<file path="config.mk">
export PLATFORM = sky130hd
export DESIGN_NAME = acefm_match
export DESIGN_NICKNAME = d
export VERILOG_FILES = /design/src/common/acefm_pkg.sv /design/src/logic/acefm_ip_cmp.sv /design/src/logic/acefm_match.sv
export SDC_FILE = /design/constraint.sdc
export NUM_CORES = 1
export LEC_CHECK = 0
export ABC_AREA = 1
export BUFFER_PORTS_ARGS = -buffer_cell sky130_fd_sc_hd__buf_4
export CAP_MARGIN = 0
export CORE_MARGIN = 10
export CORE_UTILIZATION = 25
export CTS_CLUSTER_SIZE = 25
export DETAILED_ROUTE_END_ITERATION = 12
export MAX_ROUTING_LAYER = met4
export PLACE_DENSITY = 0.53
export SLEW_MARGIN = 5
export SYNTH_ARGS = -nofsm -noshare
export SYNTH_HDL_FRONTEND = slang
export SYNTH_SLANG_ARGS = --single-unit
</file>
<file path="constraint.sdc">
create_clock -name core_clk -period 3.25 [get_ports core_clk]
set_input_delay 0.1625 -clock core_clk [delete_from_list [all_inputs] [get_ports core_clk]]
set_output_delay 0.1625 -clock core_clk [all_outputs]
set_load 0.005 [all_outputs]
</file>
<file path="src/common/acefm_pkg.sv">
`default_nettype none
package acefm_pkg;
  // register byte offsets
  localparam logic [7:0] OFS_CTRL = 8'h00;
  localparam logic [7:0] OFS_SRC_LO = 8'h04;
  localparam logic [7:0] OFS_SRC_HI = 8'h08;
  localparam logic [7:0] OFS_DST_LO = 8'h0c;
  localparam logic [7:0] OFS_DST_HI = 8'h10;
  localparam logic [7:0] OFS_VLAN = 8'h14;
  localparam logic [7:0] OFS_SND_IP = 8'h18;
  localparam logic [7:0] OFS_SND_IP_MASK = 8'h1c;
  localparam logic [7:0] OFS_TIP = 8'h20;
  localparam logic [7:0] OFS_TIP_MASK = 8'h24;
  localparam logic [7:0] OFS_STATUS = 8'h28;
  // control field positions
  localparam int CTL_FTYPE = 0;   // 2 bits
  localparam int CTL_SRC = 2;     // 1 bit
  localparam int CTL_DST = 3;     // 3 bits
  localparam int CTL_VID = 6;     // 1 bit
  localparam int CTL_PRIEN = 7;   // 1 bit
  localparam int CTL_PRI = 8;     // 3 bits
  localparam int CTL_OPC = 11;    // 2 bits
  localparam int CTL_REQ = 13;    // 2 bits
  localparam int CTL_SIPM = 15;   // 2 bits
  localparam int CTL_TIPM = 17;   // 2 bits
  localparam int CTL_SHA = 19;    // 2 bits
  localparam int CTL_WIDTH = 21;
  localparam logic [31:0] CTRL_RESET = 32'h0000_0000;
  // frame types
  typedef enum logic [1:0] {FT_ANY = 2'h0, FT_ETYPE = 2'h1, FT_ARP = 2'h3,
    FT_IPV4 = 2'h2} acefm_ftype_t;
  // destination class selections
  typedef enum logic [2:0] {DST_ANY = 3'h0, DST_MCAST = 3'h1, DST_BCAST = 3'h2,
    DST_UCAST = 3'h3, DST_SPEC = 3'h4} acefm_dst_t;
  typedef enum logic [1:0] {OPC_ANY = 2'h0, OPC_ARP = 2'h1, OPC_RARP = 2'h2,
    OPC_OTHER = 2'h3} acefm_opc_t;
  typedef enum logic [1:0] {RR_ANY = 2'h0, RR_REQ = 2'h1, RR_REPLY = 2'h2} acefm_rr_t;
  typedef enum logic [1:0] {IPM_ANY = 2'h0, IPM_HOST = 2'h1, IPM_NET = 2'h2} acefm_ipm_t;
  typedef enum logic [1:0] {SHA_ANY = 2'h0, SHA_DIFF = 2'h1, SHA_EQ = 2'h2} acefm_sha_t;
  // frame opcode class from ingress
  typedef enum logic [1:0] {FOP_ARP = 2'h0, FOP_RARP = 2'h1, FOP_OTHER = 2'h3} acefm_fop_t;
  localparam logic [47:0] MAC_BCAST = 48'hffff_ffff_ffff;
  localparam logic [11:0] VID_MIN = 12'h001;
  localparam logic [11:0] VID_MAX = 12'hfff;
  // group bit: lowest bit of the first address octet
  localparam int MAC_GROUP_BIT = 40;
  // hit counter saturates here
  localparam logic [15:0] HIT_CNT_MAX = 16'hffff;
endpackage
`default_nettype wire

</file>
<file path="src/logic/acefm_ip_cmp.sv">
`timescale 1ns/1ps
`default_nettype none
module acefm_ip_cmp
  import acefm_pkg::*;
(
  // selection
  input wire logic [1:0] mode,
  input wire logic [31:0] cfgAddr,
  input wire logic [31:0] cfgMask,
  // frame field
  input wire logic [31:0] frameAddr,
  // result
  output logic pass
);
  // any passes, host full compare, network masked compare
  always_comb begin
    case (mode)
      IPM_HOST: pass = (frameAddr == cfgAddr);
      IPM_NET: pass = ((frameAddr ^ cfgAddr) & cfgMask) == 32'h0000_0000;
      default: pass = 1'b1;
    endcase
  end
endmodule
`default_nettype wire

</file>
<file path="src/logic/acefm_match.sv">
// Function
// [RULE_01] source check only for ethertype or ARP
// [RULE_02] source any never blocks hit
// [RULE_03] source specific needs exact address
// [RULE_04] destination any ignores destination
// [RULE_05] destination multicast, broadcast, unicast classes
// [RULE_06] destination specific needs exact address
// [RULE_07] VLAN any ignores VLAN ID
// [RULE_08] VLAN specific 1..4095 exact compare
// [RULE_09] priority any or exact 0..7
// [RULE_10] ARP criteria only for ARP entries
// [RULE_11] opcode: any, ARP, RARP, other
// [RULE_12] request/reply: any, request, reply
// [RULE_13] sender IP host or any
// [RULE_14] sender IP network masked compare
// [RULE_15] target IP host or any
// [RULE_16] target IP network masked compare
// [RULE_17] sender hardware address criterion exists
// [RULE_18] sender hw: differ, equal, any
// [RULE_19] hit needs every enabled criterion
//
// Decided for this implementation: the AHB-Lite slave port and the register addresses.
`timescale 1ns/1ps
`default_nettype none
module acefm_match
  import acefm_pkg::*;
(
  // clock and reset
  input wire logic core_clk,
  input wire logic sys_rst,
  // ahb-lite slave
  input wire logic hsel,
  input wire logic [31:0] haddr,
  input wire logic [1:0] htrans,
  input wire logic hwrite,
  input wire logic [2:0] hsize,
  input wire logic [31:0] hwdata,
  input wire logic hready,
  output logic [31:0] hrdata,
  output logic hreadyout,
  output logic hresp,
  // frame from ingress
  input wire logic frameValid,
  input wire logic [47:0] frameSourceAddress,
  input wire logic [47:0] frameDestinationAddress,
  input wire logic [11:0] frameVlanId,
  input wire logic [2:0] framePriority,
  input wire logic [1:0] frameType,
  input wire logic [1:0] arpOpcodeField,
  input wire logic arpIsReply,
  input wire logic [31:0] senderIpField,
  input wire logic [31:0] targetIpField,
  input wire logic [47:0] senderHwAddress,
  // result to ingress
  output logic hitValid,
  output logic hit
);
  // -----------------------------------------------------------------
  // state
  // -----------------------------------------------------------------
  typedef struct packed {
    logic [CTL_WIDTH-1:0] ctrl;
    logic [47:0] srcAddr;
    logic [47:0] dstAddr;
    logic [11:0] vid;
    logic [31:0] sndIp;
    logic [31:0] sndIpMask;
    logic [31:0] tip;
    logic [31:0] tipMask;
    logic wrPend;
    logic [7:0] wrAddr;
    logic [31:0] rdata;
    logic hitValid;
    logic hit;
    logic [15:0] hitCount;
  } acefm_state_t;

  acefm_state_t s_q, s_d;
  logic sndIpPass, tipPass;
  logic srcPass, dstPass, vidPass, priPass, opcPass, rrPass, shaPass, arpPass;
  logic hitNow, opKnown;
  logic [7:0] aOfs;
  logic [31:0] rdMux;

  // -----------------------------------------------------------------
  // ip comparators
  // -----------------------------------------------------------------
  acefm_ip_cmp u_sender_ip (
    .mode(s_q.ctrl[CTL_SIPM +: 2]),
    .cfgAddr(s_q.sndIp),
    .cfgMask(s_q.sndIpMask),
    .frameAddr(senderIpField),
    .pass(sndIpPass)
  ); // [RULE_13] [RULE_14]
  acefm_ip_cmp u_tip (
    .mode(s_q.ctrl[CTL_TIPM +: 2]),
    .cfgAddr(s_q.tip),
    .cfgMask(s_q.tipMask),
    .frameAddr(targetIpField),
    .pass(tipPass)
  ); // [RULE_15] [RULE_16]

  // -----------------------------------------------------------------
  // criteria evaluation
  // -----------------------------------------------------------------
  always_comb begin
    logic [1:0] ft;
    ft = s_q.ctrl[CTL_FTYPE +: 2];
    // source filter shown only for ethertype and ARP entries
    srcPass = 1'b1; // [RULE_02]
    if ((ft == FT_ETYPE || ft == FT_ARP) && s_q.ctrl[CTL_SRC]) begin // [RULE_01]
      srcPass = (frameSourceAddress == s_q.srcAddr); // [RULE_03]
    end
    // bit 0 of first octet is the group bit
    case (s_q.ctrl[CTL_DST +: 3])
      DST_MCAST: dstPass = frameDestinationAddress[MAC_GROUP_BIT] &&
        (frameDestinationAddress != MAC_BCAST); // [RULE_05]
      DST_BCAST: dstPass = (frameDestinationAddress == MAC_BCAST); // [RULE_05]
      DST_UCAST: dstPass = !frameDestinationAddress[MAC_GROUP_BIT]; // [RULE_05]
      DST_SPEC: dstPass = (frameDestinationAddress == s_q.dstAddr); // [RULE_06]
      default: dstPass = 1'b1; // [RULE_04]
    endcase
    vidPass = !s_q.ctrl[CTL_VID] || (frameVlanId == s_q.vid); // [RULE_07] [RULE_08]
    priPass = !s_q.ctrl[CTL_PRIEN] ||
      (framePriority == s_q.ctrl[CTL_PRI +: 3]); // [RULE_09]
    case (s_q.ctrl[CTL_OPC +: 2])
      OPC_ARP: opcPass = (arpOpcodeField == FOP_ARP); // [RULE_11]
      OPC_RARP: opcPass = (arpOpcodeField == FOP_RARP); // [RULE_11]
      OPC_OTHER: opcPass = (arpOpcodeField != FOP_ARP) &&
        (arpOpcodeField != FOP_RARP); // [RULE_11]
      default: opcPass = 1'b1;
    endcase
    // request/reply only meaningful for known opcodes
    opKnown = (arpOpcodeField == FOP_ARP) || (arpOpcodeField == FOP_RARP);
    case (s_q.ctrl[CTL_REQ +: 2])
      RR_REQ: rrPass = opKnown && !arpIsReply; // [RULE_12]
      RR_REPLY: rrPass = opKnown && arpIsReply; // [RULE_12]
      default: rrPass = 1'b1;
    endcase
    case (s_q.ctrl[CTL_SHA +: 2])
      SHA_DIFF: shaPass = (senderHwAddress != frameSourceAddress); // [RULE_17] [RULE_18]
      SHA_EQ: shaPass = (senderHwAddress == frameSourceAddress); // [RULE_18]
      default: shaPass = 1'b1;
    endcase
    // ARP group ignored unless the entry is an ARP entry
    arpPass = (ft != FT_ARP) ||
      (opcPass && rrPass && sndIpPass && tipPass && shaPass); // [RULE_10]
    // entry frame type must agree with the frame
    hitNow = ((ft == FT_ANY) || (ft == frameType)) && srcPass && dstPass &&
      vidPass && priPass && arpPass; // [RULE_19]
  end

  // -----------------------------------------------------------------
  // register read mux
  // -----------------------------------------------------------------
  always_comb begin
    aOfs = haddr[7:0];
    case (aOfs)
      OFS_CTRL: rdMux = {{(32-CTL_WIDTH){1'b0}}, s_q.ctrl};
      OFS_SRC_LO: rdMux = s_q.srcAddr[31:0];
      OFS_SRC_HI: rdMux = {16'h0000, s_q.srcAddr[47:32]};
      OFS_DST_LO: rdMux = s_q.dstAddr[31:0];
      OFS_DST_HI: rdMux = {16'h0000, s_q.dstAddr[47:32]};
      OFS_VLAN: rdMux = {20'h00000, s_q.vid};
      OFS_SND_IP: rdMux = s_q.sndIp;
      OFS_SND_IP_MASK: rdMux = s_q.sndIpMask;
      OFS_TIP: rdMux = s_q.tip;
      OFS_TIP_MASK: rdMux = s_q.tipMask;
      OFS_STATUS: rdMux = {15'h0000, s_q.hit, s_q.hitCount};
      default: rdMux = 32'h0000_0000; // unmapped reads zero, OKAY
    endcase
  end

  // -----------------------------------------------------------------
  // next state
  // -----------------------------------------------------------------
  always_comb begin
    logic take;
    take = hsel && hready && htrans[1];
    s_d = s_q;
    // pending write lands in data phase
    if (s_q.wrPend) begin
      case (s_q.wrAddr)
        OFS_CTRL: s_d.ctrl = hwdata[CTL_WIDTH-1:0];
        OFS_SRC_LO: s_d.srcAddr[31:0] = hwdata;
        OFS_SRC_HI: s_d.srcAddr[47:32] = hwdata[15:0];
        OFS_DST_LO: s_d.dstAddr[31:0] = hwdata;
        OFS_DST_HI: s_d.dstAddr[47:32] = hwdata[15:0];
        OFS_VLAN: begin
          // zero is refused so the held identifier stays in range
          if (hwdata[11:0] >= VID_MIN && hwdata[11:0] <= VID_MAX) begin
            s_d.vid = hwdata[11:0]; // [RULE_08]
          end
        end
        OFS_SND_IP: s_d.sndIp = hwdata;
        OFS_SND_IP_MASK: s_d.sndIpMask = hwdata;
        OFS_TIP: s_d.tip = hwdata;
        OFS_TIP_MASK: s_d.tipMask = hwdata;
        OFS_STATUS: s_d.hitCount = 16'h0000; // write clears counter
        default: ;
      endcase
    end
    s_d.wrPend = take && hwrite;
    s_d.wrAddr = take ? haddr[7:0] : s_q.wrAddr;
    if (take && !hwrite) begin
      s_d.rdata = rdMux;
    end
    // one result per frame, one cycle later
    s_d.hitValid = frameValid;
    if (frameValid) begin
      s_d.hit = hitNow; // [RULE_19]
      if (hitNow && s_d.hitCount != HIT_CNT_MAX) begin // clear plus hit counts one
        s_d.hitCount = s_d.hitCount + 16'h0001;
      end
    end
  end

  always_ff @(posedge core_clk) begin
    if (sys_rst) begin
      s_q <= '0;
      s_q.ctrl <= CTRL_RESET[CTL_WIDTH-1:0];
      s_q.vid <= VID_MIN;
    end else begin
      s_q <= s_d;
    end
  end

  // hrdata and results straight from flops, hreadyout and hresp tied off; zero wait states
  assign hrdata = s_q.rdata;
  assign hreadyout = 1'b1;
  assign hresp = 1'b0;
  assign hitValid = s_q.hitValid;
  assign hit = s_q.hit;

  // -----------------------------------------------------------------
  // checks
  // -----------------------------------------------------------------
  a_src_specific: assert property (@(posedge core_clk) disable iff (sys_rst) // [RULE_03]
    frameValid && s_q.ctrl[CTL_SRC] && s_q.ctrl[CTL_FTYPE +: 2] == FT_ETYPE &&
    frameSourceAddress != s_q.srcAddr |=> !hit)
    else $error("source mismatch produced a hit");
  a_dst_bcast: assert property (@(posedge core_clk) disable iff (sys_rst) // [RULE_05]
    frameValid && s_q.ctrl[CTL_DST +: 3] == DST_BCAST &&
    frameDestinationAddress != MAC_BCAST |=> !hit)
    else $error("broadcast class passed non-broadcast");
  a_dst_spec: assert property (@(posedge core_clk) disable iff (sys_rst) // [RULE_06]
    frameValid && s_q.ctrl[CTL_DST +: 3] == DST_SPEC &&
    frameDestinationAddress != s_q.dstAddr |=> !hit)
    else $error("destination mismatch produced a hit");
  a_vid_range: assert property (@(posedge core_clk) disable iff (sys_rst) // [RULE_08]
    s_q.vid != 12'h000)
    else $error("held vlan id out of range");
  a_pri_match: assert property (@(posedge core_clk) disable iff (sys_rst) // [RULE_09]
    frameValid && s_q.ctrl[CTL_PRIEN] && framePriority != s_q.ctrl[CTL_PRI +: 3] |=> !hit)
    else $error("priority mismatch produced a hit");
  a_arp_ignored: assert property (@(posedge core_clk) disable iff (sys_rst) // [RULE_10]
    frameValid && s_q.ctrl[CTL_FTYPE +: 2] == FT_ANY && s_q.ctrl[CTL_SRC +: 6] == 6'h00 &&
    !s_q.ctrl[CTL_VID] && !s_q.ctrl[CTL_PRIEN] |=> hit)
    else $error("don't-care entry missed a frame");
  a_sender_net: assert property (@(posedge core_clk) disable iff (sys_rst) // [RULE_14]
    frameValid && s_q.ctrl[CTL_FTYPE +: 2] == FT_ARP && s_q.ctrl[CTL_SIPM +: 2] == IPM_NET &&
    ((senderIpField ^ s_q.sndIp) & s_q.sndIpMask) != 32'h0 |=> !hit)
    else $error("sender network mismatch produced a hit");
  a_sha_eq: assert property (@(posedge core_clk) disable iff (sys_rst) // [RULE_18]
    frameValid && s_q.ctrl[CTL_FTYPE +: 2] == FT_ARP && s_q.ctrl[CTL_SHA +: 2] == SHA_EQ &&
    senderHwAddress != frameSourceAddress |=> !hit)
    else $error("sender hw equality violated");
  a_hit_valid: assert property (@(posedge core_clk) disable iff (sys_rst) // [RULE_19]
    !frameValid |=> !hitValid ##0 $stable(hit))
    else $error("result changed without a frame");
  a_req_known: assert property (@(posedge core_clk) disable iff (sys_rst) // [RULE_12]
    frameValid && s_q.ctrl[CTL_FTYPE +: 2] == FT_ARP && s_q.ctrl[CTL_REQ +: 2] == RR_REQ &&
    arpOpcodeField != FOP_ARP && arpOpcodeField != FOP_RARP |=> !hit)
    else $error("request criterion passed an unknown opcode");
endmodule
`default_nettype wire

</file>
==> run_results.csv <==
group,metric,value,unit
timing,fin_crit,2861,ps
synth,synth_flop_cell,"dfxtp_1",
floorplanning,initial_utilization,25.20,%
worst_setup_path,critical_path_class,"reg2reg",
floorplanning,rows,98,
global_route,grt_pass1_wl,120500,um
timing,slew_viol_final,0,
clock_network,htreeDepth,2,
layout,layout_common_cells,"528 x nand2_1, 483 x nor2_1, 352 x buf_4",
clock_network,cts_hold_buf,40,
timing,worst_hold_slack,36.63,ps
global_route,grt_max_degree,84,
timing,setup_viol,0,
hold_path,hold_path_class,"in2reg",
synth,synth-warning-count,0,
routing,routed_wirelength,84570,um
timing,finalClockSkew,29.16,ps
clock_network,path_clk_slew,60,ps
timing,slew-limit-headroom,18.95,%
clock_network,root_buffer,"clkbuf_16",
synth,async_flop_share,0,%
timing,finalSetupTns,0,ps
run,maxCapViolations,0,
global_route,grt-ovfl-total,0,
outcome,status,"finished, final reports clean",
synth,synth_seq_cells,316,
placed_design,port_buffers,308,
power_and_ir_drop,leakage,9.705,nW
synth,synth-edff-count,0,
timing,final_hold_viol_count,0,
synth,ys_seq_area_share,35.17,%
worst_setup_path,path_max_fanout,20,
power_and_ir_drop,power_density,407.8,nW/um2
routing,wl_per_cell,20.91,um
worst_setup_path,worstPathRequired,3710,ps
synth,syn_area_per_cell,6.449,um2
synth,synthDistinctLibCells,44,
synth,syn_area,17990,um2
layout,num-fill-cells,7815,
layout,fin_nets,3372,
layout,syn2layout_area_growth,26.73,%
global_route,antenna_found_initial,9,
worst_setup_path,crit_path_end_kind,"flop",
layout,layout-drive-gt1-share,14.16,%
clock_network,cts_setup_buffers,0,
timing,rsz0062_at_grt,"false",
clock_network,cts_max_path_buffers,3,
floorplanning,die_x,288.2,um
floorplanning,die_area,83070,um2
synth,synth_nets,3100,
layout,layout_commonest_cell,"nand2_1",
timing,fin_crit_sh,88.02,%
routing,drtIter0Drc,1722,
timing,tightestPinTransition,1214,ps
clock_network,clk_latency,580,ps
worst_setup_path,critPathLaunchType,"flop",
global_route,track_usage,20.01,%
power_and_ir_drop,total_power,9.296,mW
layout,regArea,6326,um2
floorplanning,die-height,288.2,um
clock_network,cts_tree,"yes",
global_route,grt_pass1_vias,18210,
clock_network,cts.sinks,316,
floorplanning,ioPinCount,339,
routing,drt_pass1_iterations,7,
routing,ant_nets,0,
clock_network,cts_buffers,39,
worst_setup_path,arrival,3330,ps
routing,drc,0,
layout,multiInputGateArea,9734,um2
synth,netlist_instances,2789,
placed_design,place_congestion,0.9290,
routing,vias,19369,
floorplanning,core-area,71360,um2
timing,fmax,0.3496,GHz
power_and_ir_drop,vdd_drop_max,0.3428,mV
routing,vias_per_cell,4.788,
placed_design,hpwlAfterDp,66030,um
worst_setup_path,rrSetupSlack,390,ps
clock_network,cts_resized,0,
## flip-flops by register name, indices dropped and copies added (netlist names)
name and flops:
hrdata 32, hitValid 1, hit 1, s_q 282
## area by class of cell
class                      instances  share of cell area, %
antenna                            9                0.09880
clock buffer                      58                  5.044
clock inverter                     8                 0.3897
inverter                         308                  5.094
multi-input combinational       2000                  42.70
sequential                       316                  27.75
tap                              950                  5.215
timing repair buffer             396                  13.70
## routing by layer
layer | GRT usage [%] | vias up | wire length, um
li1 | - | 9587 | -
met1 | 25.57 | 8880 | 37090
met2 | 30.96 | 762 | 37780
met3 | 4.284 | 140 | 6847
met4 | 6.759 | 0 | 2848
met5 | - | - | 0
## Yosys cell counts (all sizes together), types with 3 or more instances
cell type,number,area (um2)
nand2,529,1993
nor2,488,1842
dfxtp,316,6326
o21ai,308,1541
inv,301,1130
a21oi,207,1047
nand3,121,618.1
clkbuf,114,427.9
xnor2,74,648.1
buf,51,349.1
o22ai,40,250.2
a221oi,39,341.6
xor2,39,341.6
nand4,38,237.7
o21bai,31,232.7
nor3,16,80.08
or2,16,100.1
o2111ai,9,78.83
ha,8,100.1
nand3b,8,60.06
clkinv,7,26.28
nor3b,6,45.04
a22o,4,35.03
nor4,4,25.02
and2,3,18.77
o211ai,3,22.52
## worst max-delay path, stage by stage, from the launching register on
cell and delay [ps]:
dfxtp_1 480, nor2_4 90, nand2_4 100, inv_2 120, buf_12 180, nand3_1 130
nand2_1 70, nor2_1 90, nand2_1 90, nor2_1 100, nand2_1 60, nor2_1 80
nand2_1 100, a21oi_4 280, nand3_4 170, nor2_2 350, nand3_1 120, nand2_1 80
nor2_1 40
## where the power goes
| group | leakage [nW] | internal (mW) | switching, mW |
|---|---|---|---|
| logic | 6.56 | 0.444 | 0.584 |
| clock network | 0.601 | 2.53 | 1.84 |
| registers | 2.55 | 3.89 | 0.0132 |
| total | 9.71 | 6.86 | 2.43 |
## stage by stage
step,setup WS [ps],instance area [um2],util (%),std cells
2_1_floorplan,742.6,17990,-,2789
6_report,389.2,22790,31.94,4045
4_1_cts,374.4,22770,31.91,4036
3_5_place_dp,399.7,21130,29.61,3930
3_3_place_gp,423.0,21130,29.61,3930
5_1_grt,28.73,22790,31.94,4045
## cells by family after synthesis
family,share of synthesized area [%]
buf+inv,10.75
xor+xnor,5.503
simple gates,27.91
compound gates,20.07
fa+ha+maj,0.5565
flops,35.17
other cells,0.04175
## worst paths after layout
path	startpoint	end	cells past startpoint
min reg2reg	s_q[56]	s_q[56]	2
max	s_q[299]	s_q[13]	18
min	hready	s_q[58]	4
max reg2reg	s_q[299]	s_q[13]	18
(Power assumes the default switching activity.)
